==> src/common/pll_chain_pkg.sv <==
// constants and types of the pll serial reconfiguration chain
package pll_chain_pkg;
  // ----------------------------------------------------------------
  // chain layout
  // ----------------------------------------------------------------
  localparam int CHAIN_LEN = 180;
  localparam int DIV_COUNT = 9;
  localparam int DIV_BITS = 18;
  localparam int CNT_W = 8;
  localparam int HALF_W = 9;
  // block order in the chain: post-scale 0..6, feedback, prescale
  localparam int BLK_FEEDBACK = 7;
  localparam int BLK_PRESCALE = 8;
  // bandwidth fields sit above the divider blocks, loop filter last
  localparam int CP_OFS = 162;
  localparam int CP_W = 3;
  localparam int K_OFS = 165;
  localparam int UNUSED_OFS = 166;
  localparam int UNUSED_W = 7;
  localparam int LFC_OFS = 173;
  localparam int LFC_W = 2;
  localparam int LFR_OFS = 175;
  localparam int LFR_W = 5;
  // low count first, then high count, bypass, odd duty
  typedef struct packed {
    logic odd;
    logic bypass;
    logic [CNT_W-1:0] hi;
    logic [CNT_W-1:0] lo;
  } div_setting_type;
  localparam logic [HALF_W-1:0] HALF_ONE = 9'h001;
  localparam logic [HALF_W-1:0] HALF_ZERO = 9'h000;
  // ----------------------------------------------------------------
  // synchroniser lanes
  // ----------------------------------------------------------------
  localparam int SYN_W = 4;
  localparam int SYN_SCLK = 0;
  localparam int SYN_EN = 1;
  localparam int SYN_DIN = 2;
  localparam int SYN_APPLY = 3;
  // ----------------------------------------------------------------
  // register port
  // ----------------------------------------------------------------
  localparam int ADDR_W = 4;
  localparam int DATA_W = 32;
  localparam logic [ADDR_W-1:0] REG_CTRL = 4'h0;
  localparam logic [ADDR_W-1:0] REG_STATUS = 4'h4;
  localparam logic [ADDR_W-1:0] REG_BITCNT = 4'h8;
  localparam logic [ADDR_W-1:0] REG_BW = 4'hc;
  localparam int CTRL_RUN_BIT = 0;
  localparam logic CTRL_RUN_RESET = 1'b0;
  localparam int STAT_BUSY_BIT = 0;
  localparam int STAT_ARMED_BIT = 1;
  localparam int STAT_PEND_OFS = 8;
  localparam int BITCNT_W = 8;
  localparam logic [BITCNT_W-1:0] BITCNT_MAX = 8'hff;
  localparam int TICK_W = 8;
endpackage

==> src/common/divider_link_if.sv <==
// setting hand-over between the chain and one divider channel
`timescale 1ns/1ns
`default_nettype none
interface divider_link_if;
  import pll_chain_pkg::*;
  div_setting_type setting;
  logic load_req;
  logic load_ack;
  modport ctrl (output setting, output load_req, input load_ack);
  modport chan (input setting, input load_req, output load_ack);
endinterface
`default_nettype wire

==> src/verilog/divider_channel.sv <==
// one divider channel counting half vco phases
`timescale 1ns/1ns
`default_nettype none
module divider_channel
  import pll_chain_pkg::*;
(
  input wire logic clk_i,
  input wire logic rst_n_i,
  input wire logic tick_i,
  input wire logic run_i,
  divider_link_if.chan link,
  output logic clk_o
);
  // ----------------------------------------------------------------
  // phase lengths in half vco cycles
  // ----------------------------------------------------------------
  function automatic logic [HALF_W-1:0] high_len(input div_setting_type s);
    logic [HALF_W-1:0] l;
    l = {s.hi, 1'b0} - {8'h00, s.odd};
    if (l == HALF_ZERO) l = HALF_ONE;
    return l;
  endfunction

  function automatic logic [HALF_W-1:0] low_len(input div_setting_type s);
    logic [HALF_W-1:0] l;
    l = {s.lo, 1'b0} + {8'h00, s.odd};
    if (l == HALF_ZERO) l = HALF_ONE;
    return l;
  endfunction

  div_setting_type cur_q;
  div_setting_type nxt_d;
  logic [HALF_W-1:0] cnt_q;
  logic ack_q;
  logic phase_end;
  logic boundary;
  logic take;

  assign phase_end = cur_q.bypass || (cnt_q <= HALF_ONE);
  assign boundary = tick_i && !clk_o && phase_end;
  assign take = link.load_req && !ack_q && (boundary || !run_i);
  assign nxt_d = take ? link.setting : cur_q;
  assign link.load_ack = ack_q;

  // ----------------------------------------------------------------
  // setting load at the period boundary, or at once while run_i is low
  // ----------------------------------------------------------------
  always_ff @(posedge clk_i or negedge rst_n_i) begin
    if (!rst_n_i) begin
      cur_q <= '0;
      ack_q <= 1'b0;
    end else begin
      cur_q <= nxt_d;
      ack_q <= take;
    end
  end

  // ----------------------------------------------------------------
  // high and low phase counter
  // ----------------------------------------------------------------
  always_ff @(posedge clk_i or negedge rst_n_i) begin
    if (!rst_n_i) begin
      clk_o <= 1'b0;
      cnt_q <= HALF_ONE;
    end else if (tick_i) begin
      if (!phase_end) begin
        cnt_q <= cnt_q - HALF_ONE;
      end else if (clk_o) begin
        clk_o <= 1'b0;
        cnt_q <= low_len(cur_q);
      end else begin
        clk_o <= 1'b1;
        cnt_q <= high_len(nxt_d);
      end
    end
  end

  chk_bypass_toggle: assert property (@(posedge clk_i) disable iff (!rst_n_i)
    tick_i && cur_q.bypass |=> clk_o != $past(clk_o))
    else $error("bypassed divider did not follow the vco");
  chk_high_length: assert property (@(posedge clk_i) disable iff (!rst_n_i)
    $rose(clk_o) && !cur_q.bypass |-> cnt_q == high_len(cur_q))
    else $error("high phase length wrong");
  chk_load_boundary: assert property (@(posedge clk_i) disable iff (!rst_n_i)
    $rose(ack_q) |-> $rose(clk_o) || !$past(run_i))
    else $error("setting taken away from the period boundary");
endmodule // divider_channel
`default_nettype wire

==> src/verilog/pll_serial_reconfig_chain.sv <==
// serial reconfiguration chain of the pll with divider channels
//
// Contract
// - serial bits enter on data, clocked by serial clock
// - shift per serial edge while enable high
// - first bit captured on second rising edge
// - one-cycle apply strobe loads dividers and bandwidth; the code takes apply only while it is high at a serial clock rising edge
// - complete high while busy, falls when loaded
// - whole sequence repeatable any number of times
// - each divider loads on its own clock; while run_i is low the code loads it at once, without waiting for a boundary
// - post-scale divider period is high plus low
// - bypass one divides by one, else sum
// - odd clear: plain high and low counts
// - odd set: high minus half, low plus half
// - 180 bits with pump, vco, filter, unused fields
// - nine divider blocks of eighteen bits each
// - first bit is low count lsb, first post-scale
// - last bit is loop filter msb
// - bypass ignores counts; vco divider bypass when clear
`timescale 1ns/1ns
`default_nettype none
module pll_serial_reconfig_chain
  import pll_chain_pkg::*;
#(
  parameter int VCO_HALF_DIV = 1,
  parameter int CHAIN_BITS = CHAIN_LEN
) (
  input wire logic clk_i,
  input wire logic resetn_i,
  input wire logic recfg_serial_clock_i,
  input wire logic recfg_shift_enable_i,
  input wire logic recfg_serial_in_i,
  input wire logic recfg_apply_strobe_i,
  output logic recfg_complete_o,
  input wire logic [ADDR_W-1:0] reg_addr_i,
  input wire logic [DATA_W-1:0] reg_wdata_i,
  input wire logic reg_write_i,
  input wire logic reg_read_i,
  output logic [DATA_W-1:0] reg_rdata_o,
  output logic [DIV_COUNT-1:0] div_clk_o,
  output logic [CP_W-1:0] pump_current_o,
  output logic vco_post_div_o,
  output logic [LFC_W-1:0] loop_cap_o,
  output logic [LFR_W-1:0] loop_res_o
);
  // ----------------------------------------------------------------
  // elaboration checks
  // ----------------------------------------------------------------
  if (CHAIN_BITS != CHAIN_LEN) begin : g_bad_chain
    $error("chain length must match the field layout");
  end
  if (VCO_HALF_DIV < 1 || VCO_HALF_DIV > 256) begin : g_bad_div
    $error("vco half divider out of range");
  end

  localparam logic [TICK_W-1:0] TICK_LAST = TICK_W'(VCO_HALF_DIV - 1);

  function automatic div_setting_type block_of(input logic [CHAIN_LEN-1:0] c, input int b);
    return c[b*DIV_BITS +: DIV_BITS];
  endfunction

  // ----------------------------------------------------------------
  // reset release
  // ----------------------------------------------------------------
  logic rst_s1_q;
  logic rst_n_q;

  always_ff @(posedge clk_i or negedge resetn_i) begin
    if (!resetn_i) begin
      rst_s1_q <= 1'b0;
      rst_n_q <= 1'b0;
    end else begin
      rst_s1_q <= 1'b1;
      rst_n_q <= rst_s1_q;
    end
  end

  // ----------------------------------------------------------------
  // pin synchronisers
  // ----------------------------------------------------------------
  logic [SYN_W-1:0] syn1_q;
  logic [SYN_W-1:0] syn2_q;
  logic sclk_prev_q;
  logic sclk_rise;
  logic en_s;
  logic din_s;
  logic apply_s;

  always_ff @(posedge clk_i or negedge rst_n_q) begin
    if (!rst_n_q) begin
      syn1_q <= '0;
      syn2_q <= '0;
      sclk_prev_q <= 1'b0;
    end else begin
      syn1_q[SYN_SCLK] <= recfg_serial_clock_i;
      syn1_q[SYN_EN] <= recfg_shift_enable_i;
      syn1_q[SYN_DIN] <= recfg_serial_in_i;
      syn1_q[SYN_APPLY] <= recfg_apply_strobe_i;
      syn2_q <= syn1_q;
      sclk_prev_q <= syn2_q[SYN_SCLK];
    end
  end

  assign sclk_rise = syn2_q[SYN_SCLK] && !sclk_prev_q;
  assign en_s = syn2_q[SYN_EN];
  assign din_s = syn2_q[SYN_DIN];
  assign apply_s = syn2_q[SYN_APPLY];

  // ----------------------------------------------------------------
  // shift chain
  // ----------------------------------------------------------------
  logic [CHAIN_LEN-1:0] chain_q;
  logic armed_q;
  logic arm_go;
  logic shift_go;
  logic apply_go;
  logic [BITCNT_W-1:0] bitcnt_q;

  assign arm_go = sclk_rise && en_s && !armed_q;
  assign shift_go = sclk_rise && en_s && armed_q;
  assign apply_go = sclk_rise && apply_s;

  always_ff @(posedge clk_i or negedge rst_n_q) begin
    if (!rst_n_q) begin
      armed_q <= 1'b0;
    end else if (!en_s) begin
      armed_q <= 1'b0;
    end else if (arm_go) begin
      armed_q <= 1'b1;
    end
  end

  always_ff @(posedge clk_i or negedge rst_n_q) begin
    if (!rst_n_q) begin
      chain_q <= '0;
    end else if (shift_go) begin
      chain_q <= {din_s, chain_q[CHAIN_LEN-1:1]};
    end
  end

  always_ff @(posedge clk_i or negedge rst_n_q) begin
    if (!rst_n_q) begin
      bitcnt_q <= '0;
    end else if (arm_go) begin
      bitcnt_q <= '0;
    end else if (shift_go && bitcnt_q != BITCNT_MAX) begin
      bitcnt_q <= bitcnt_q + 8'h01;
    end
  end

  // ----------------------------------------------------------------
  // active settings and completion
  // ----------------------------------------------------------------
  logic [CHAIN_LEN-1:0] active_q;
  logic [DIV_COUNT-1:0] pend_q;
  logic [DIV_COUNT-1:0] ack_w;
  logic busy_q;

  always_ff @(posedge clk_i or negedge rst_n_q) begin
    if (!rst_n_q) begin
      active_q <= '0;
    end else if (apply_go) begin
      active_q <= chain_q;
    end
  end

  always_ff @(posedge clk_i or negedge rst_n_q) begin
    if (!rst_n_q) begin
      pump_current_o <= '0;
      vco_post_div_o <= 1'b0;
      loop_cap_o <= '0;
      loop_res_o <= '0;
    end else if (apply_go) begin
      pump_current_o <= chain_q[CP_OFS +: CP_W];
      // a cleared bit selects the vco divider bypass
      vco_post_div_o <= chain_q[K_OFS];
      loop_cap_o <= chain_q[LFC_OFS +: LFC_W];
      loop_res_o <= chain_q[LFR_OFS +: LFR_W];
    end
  end

  always_ff @(posedge clk_i or negedge rst_n_q) begin
    if (!rst_n_q) begin
      pend_q <= '0;
    end else if (apply_go) begin
      pend_q <= '1;
    end else begin
      pend_q <= pend_q & ~ack_w;
    end
  end

  always_ff @(posedge clk_i or negedge rst_n_q) begin
    if (!rst_n_q) begin
      busy_q <= 1'b0;
    end else if (apply_go) begin
      busy_q <= 1'b1;
    end else if (pend_q == '0) begin
      busy_q <= 1'b0;
    end
  end

  assign recfg_complete_o = busy_q;

  // ----------------------------------------------------------------
  // vco half phase tick
  // ----------------------------------------------------------------
  logic run_q;
  logic [TICK_W-1:0] tick_cnt_q;
  logic tick_q;

  always_ff @(posedge clk_i or negedge rst_n_q) begin
    if (!rst_n_q) begin
      tick_cnt_q <= '0;
      tick_q <= 1'b0;
    end else if (!run_q) begin
      tick_cnt_q <= '0;
      tick_q <= 1'b0;
    end else if (tick_cnt_q == TICK_LAST) begin
      tick_cnt_q <= '0;
      tick_q <= 1'b1;
    end else begin
      tick_cnt_q <= tick_cnt_q + 8'h01;
      tick_q <= 1'b0;
    end
  end

  // ----------------------------------------------------------------
  // divider channels
  // ----------------------------------------------------------------
  for (genvar g = 0; g < DIV_COUNT; g++) begin : g_div
    divider_link_if link ();
    assign link.setting = block_of(active_q, g);
    assign link.load_req = pend_q[g];
    assign ack_w[g] = link.load_ack;
    divider_channel u_chan (
      .clk_i(clk_i),
      .rst_n_i(rst_n_q),
      .tick_i(tick_q),
      .run_i(run_q),
      .link(link.chan),
      .clk_o(div_clk_o[g])
    );
  end

  // ----------------------------------------------------------------
  // register port
  // ----------------------------------------------------------------
  always_ff @(posedge clk_i or negedge rst_n_q) begin
    if (!rst_n_q) begin
      run_q <= CTRL_RUN_RESET;
    end else if (reg_write_i && reg_addr_i == REG_CTRL) begin
      run_q <= reg_wdata_i[CTRL_RUN_BIT];
    end
  end

  always_ff @(posedge clk_i or negedge rst_n_q) begin
    if (!rst_n_q) begin
      reg_rdata_o <= '0;
    end else if (!reg_read_i) begin
      reg_rdata_o <= '0;
    end else begin
      reg_rdata_o <= '0;
      unique case (reg_addr_i)
        REG_CTRL: begin
          reg_rdata_o[CTRL_RUN_BIT] <= run_q;
        end
        REG_STATUS: begin
          reg_rdata_o[STAT_BUSY_BIT] <= busy_q;
          reg_rdata_o[STAT_ARMED_BIT] <= armed_q;
          reg_rdata_o[STAT_PEND_OFS +: DIV_COUNT] <= pend_q;
        end
        REG_BITCNT: begin
          reg_rdata_o[BITCNT_W-1:0] <= bitcnt_q;
        end
        REG_BW: begin
          reg_rdata_o[CP_W-1:0] <= pump_current_o;
          reg_rdata_o[CP_W] <= vco_post_div_o;
          reg_rdata_o[CP_W+1 +: LFC_W] <= loop_cap_o;
          reg_rdata_o[CP_W+1+LFC_W +: LFR_W] <= loop_res_o;
        end
        default: begin
          reg_rdata_o <= '0;
        end
      endcase
    end
  end

  // ----------------------------------------------------------------
  // checks
  // ----------------------------------------------------------------
  chk_hold_contents: assert property (@(posedge clk_i) disable iff (!rst_n_q)
    !shift_go |=> $stable(chain_q))
    else $error("chain moved without a shift edge");
  chk_arm_edge: assert property (@(posedge clk_i) disable iff (!rst_n_q)
    arm_go |=> armed_q && $stable(chain_q))
    else $error("first enabled edge shifted data");
  chk_shift_order: assert property (@(posedge clk_i) disable iff (!rst_n_q)
    shift_go |=> chain_q[CHAIN_LEN-1] == $past(din_s)
      && chain_q[CHAIN_LEN-2:0] == $past(chain_q[CHAIN_LEN-1:1]))
    else $error("shift direction wrong");
  chk_apply_copy: assert property (@(posedge clk_i) disable iff (!rst_n_q)
    apply_go |=> active_q == $past(chain_q) && recfg_complete_o && pend_q == '1)
    else $error("apply did not copy the chain");
  chk_active_hold: assert property (@(posedge clk_i) disable iff (!rst_n_q)
    !apply_go |=> $stable(active_q))
    else $error("active settings changed while shifting");
  chk_busy_end: assert property (@(posedge clk_i) disable iff (!rst_n_q)
    busy_q && pend_q == '0 && !apply_go |=> !recfg_complete_o)
    else $error("complete stayed high after all loads");
  chk_bw_fields: assert property (@(posedge clk_i) disable iff (!rst_n_q)
    apply_go |=> vco_post_div_o == $past(chain_q[K_OFS])
      && loop_res_o == $past(chain_q[LFR_OFS +: LFR_W]))
    else $error("bandwidth field taken from wrong bits");
  chk_status_read: assert property (@(posedge clk_i) disable iff (!rst_n_q)
    reg_read_i && reg_addr_i == REG_STATUS |=> reg_rdata_o[STAT_BUSY_BIT] == $past(busy_q)
      ##1 reg_rdata_o == '0 || $past(reg_read_i))
    else $error("status read wrong");
endmodule // pll_serial_reconfig_chain
`default_nettype wire

==> config.mk <==
export PLATFORM = sky130hd
export DESIGN_NAME = pll_serial_reconfig_chain
export DESIGN_NICKNAME = d
export VERILOG_FILES = /design/src/common/pll_chain_pkg.sv /design/src/common/divider_link_if.sv /design/src/verilog/divider_channel.sv /design/src/verilog/pll_serial_reconfig_chain.sv
export SDC_FILE = /design/constraint.sdc
export NUM_CORES = 1
export LEC_CHECK = 0
export ABC_AREA = 0
export BUFFER_PORTS_ARGS = -buffer_cell sky130_fd_sc_hd__buf_2
export CELL_PAD_IN_SITES_DETAIL_PLACEMENT = 0
export CELL_PAD_IN_SITES_GLOBAL_PLACEMENT = 1
export CORE_MARGIN = 2
export CORE_UTILIZATION = 35
export DETAILED_ROUTE_END_ITERATION = 12
export GPL_ROUTABILITY_DRIVEN = 0
export PLACE_DENSITY_LB_ADDON = 0.1
export SLEW_MARGIN = 20
export SYNTH_ARGS = -nofsm -noshare
export SYNTH_HDL_FRONTEND = slang
export SYNTH_SLANG_ARGS = --single-unit
==> constraint.sdc <==
create_clock -name clk_i -period 27 [get_ports clk_i]
set_input_delay 1.35 -clock clk_i [delete_from_list [all_inputs] [get_ports clk_i]]
set_output_delay 1.35 -clock clk_i [all_outputs]
set_load 0.005 [all_outputs]
==> results.py <==
metrics = {
    "run_status": {
        "outcome": "finished, final reports clean",
    },
    "place": {
        "hpwl_um": 48310,
        "post-place-ws_ns": 22.71,
        "dpl.cell_count": 3853,
        "io_buffer_count": 50,
    },
    "clocking": {
        "cts_root_buf": "clkbuf_16",
        "cts.sinks": 671,
        "clockBufferDepth": 3,
        "clk_latency_ns": 0.61,
        "cts_tree": "done",
        "ctsResizeCount": 0,
        "cts_max_level": 3,
        "hold_buffers": 0,
        "post_cts_buffers": 0,
        "cts_made_buffers": 81,
        "clkTransAtPathRegs_ns": 0.06,
    },
    "setup_path": {
        "reg2reg_depth": 8,
        "cp-end-kind": "flop",
        "arrival_ns": 4.44,
        "criticalPathCategory": "reg2reg",
        "crit_path_start_kind": "flop",
        "worst-path-max-fanout": 45,
        "required_ns": 27.50,
    },
    "finish": {
        "final_common_cell": "dfrtp_1",
        "syn2layout_area_growth_pct": 12.84,
        "finalNonFillerCells": 4000,
        "nets": 2836,
        "most-common-layout-cells": "dfrtp_1 (660), mux2_2 (438), nand2_1 (289)",
        "drive_gt1_frac": 0.2544,
        "fillCellCount": 8528,
    },
    "synth": {
        "synth-seq-cells": 671,
        "synth_cells": 2738,
        "synth_area_leaders": "dfrtp_1 (53%), mux2_2 (16%), nand2_1 (3.5%)",
        "async_reset_ff_frac": 1.000,
        "synth_edf_count": 0,
        "synth_ff_type": "dfrtp_1",
        "mappedNetlistArea_mm2": 0.03133,
        "synth_top_area_frac": 0.5287,
        "avgSynthCellArea_um2": 11.44,
        "yosys_warnings": 0,
        "seq_area_frac_synth": 0.5362,
        "synth.distinct_cells": 110,
        "synth_top_area_cell": "dfrtp_1",
    },
    "sta": {
        "fin_crit_sh": 0.1461,
        "setup_viol": 0,
        "skew_ns": 0.01436,
        "rsz0062_at_grt": "no",
        "final_hold_viol_count": 0,
        "period_needed_ns": 3.944,
        "fmax_mhz": 253.6,
        "fin_setup_tns_ns": 0,
        "worst_slew_margin_rel": 0.2662,
        "worst_hold_slack_ns": 0.3449,
        "worstMarginPinSlew_ns": 1.096,
        "drv_slew": 0,
        "setup_slack_ns": 23.06,
    },
    "floorplanning": {
        "die_h_um": 303.2,
        "core_area_mm2": 0.08851,
        "start_util": 0.3540,
        "num_rows": 109,
        "die_x_um": 303.2,
        "io-pin-count": 97,
        "die-area_mm2": 0.09193,
    },
    "route": {
        "drc_errors": 0,
        "dr.pass1.iters": 5,
        "drt_wl_total_um": 72860,
        "drt_iter0_markers": 1143,
        "wl_per_cell_um": 18.21,
        "via_per_inst": 5.251,
        "route.vias.total": 21000,
        "antenna_left": 0,
    },
    "worst_hold_path": {
        "hold_path_depth": 0,
        "hold_path.class": "reg2reg",
    },
    "global_routing": {
        "busiest_layer": "met2",
        "grt_pass1_wl_um": 121100,
        "grt_pass1_vias": 21620,
        "grt_use_met2": 0.2565,
        "antenna_found_initial": 1,
        "grtUsageTotal": 0.1625,
        "use_met3": 0.02520,
        "grt_max_degree": 79,
        "overflow": 0,
        "grtUsageMet1": 0.2315,
    },
    "flow_run": {
        "maxCapViolations": 0,
    },
    "power_and_ir_drop": {
        "power_mw": 2.643,
        "ir_drop_v": 0.00005483,
        "p_leak_nw": 17.09,
        "power_density_mw_per_mm2": 74.75,
    },
}
==> critical path, cell delays in order (launching register included) <==
cell and delay (ns):
dfrtp_4 0.62, buf_4 0.55, buf_4 0.51, and4bb_1 0.34
nand4_1 0.26, nand2_2 0.56, mux2_2 0.42, xor2_1 0.19
a221oi_1 0.31
==> area by class of cell <==
class	instances	area, um^2	area share
antenna	1	2.502	0.00007077
clock buffer	110	2328	0.06585
clock inverter	36	367.9	0.01040
inverter	69	259.0	0.007325
multi-input combinational	1872	13680	0.3870
sequential	671	16810	0.4754
tap	1165	1458	0.04123
timing repair buffer	76	449.2	0.01270
==> flip-flops by register name, summed over array words and instances, names as in the netlist, 2 cells and up <==
| register | cells |
|---|---|
| g_div.u_chan.cnt_q | 81 |
| g_div.u_chan.clk_o | 9 |
| g_div.u_chan.link.load_ack | 9 |
| syn1_q | 4 |
| pump_current_o | 3 |
| tick_cnt_q | 8 |
| loop_cap_o | 2 |
| reg_rdata_o | 17 |
| g_div.u_chan.cur_q | 162 |
| active_q | 162 |
| chain_q | 180 |
| syn2_q | 4 |
| pend_q | 9 |
| loop_res_o | 5 |
| bitcnt_q | 8 |
==> where the power goes <==
part | total [mW] | internal (mW) | switching [mW]
Sequential | 1.15 | 1.07 | 0.0835
Combinational | 0.396 | 0.149 | 0.247
Clock | 1.10 | 0.662 | 0.434
==> synth_stat cells, types with 11 or more instances <==
library cell	instances
nand2_1	291
dfrtp_1	662
nand2b_1	27
and2_1	11
nor2b_1	19
inv_1	67
a21oi_1	101
nand3_1	56
o211ai_1	13
nor3_1	76
or4_1	12
or3_1	16
xnor2_1	40
ha_1	21
buf_4	28
a211oi_1	18
and3_1	21
clkbuf_1	78
o21ai_0	94
nand4_1	25
a31oi_1	38
xor2_1	32
nor2_1	149
nor4_1	40
buf_2	27
mux2_2	438
a31o_2	11
o31ai_1	13
mux2i_1	58
==> path summary, 6_finish.rpt <==
check,slack (ns),endpoint,startpoint
min,0.34,syn2_q[0],syn1_q[0]
min in group asynchronous,0.38,chain_q[75],rst_n_q
max in group asynchronous,23.12,reg_rdata_o[6],rst_n_q
max,23.06,g_div[7].u_chan.cnt_q[6],tick_q
min reg2reg,0.34,syn2_q[0],syn1_q[0]
max reg2reg,23.06,g_div[7].u_chan.cnt_q[6],tick_q
==> metal layers <==
layer  share of wire  up-vias  wire (um)
met5               0        -          0
met3           0.033      120       2391
met1            0.48    10600      35210
met2            0.46      329      33400
li1                -     9950          -
met4           0.025        0       1853
==> logic make-up (layout without fill, tap and decap cells) <==
group | Yosys count | after routing | synth area share
AND/OR/NAND/NOR | 812 | 812 | 0.1297
other | 2 | 17 | 0.0002397
AO/OA/AOI/OAI | 450 | 450 | 0.09727
adder cells (fa/ha/maj) | 21 | 21 | 0.008386
XOR/XNOR | 72 | 72 | 0.02013
buffers and inverters | 209 | 291 | 0.02971
flip-flops | 671 | 671 | 0.5362
multiplexers | 501 | 501 | 0.1783
==> through the flow <==
step	utilization	instance area [um^2]
floorplan	-	31390
global placement	0.3689	32650
detailed placement	0.3689	32650
CTS	0.3994	35350
global route	0.3994	35360
finish	0.3995	35360
(Power assumes the default switching activity.)
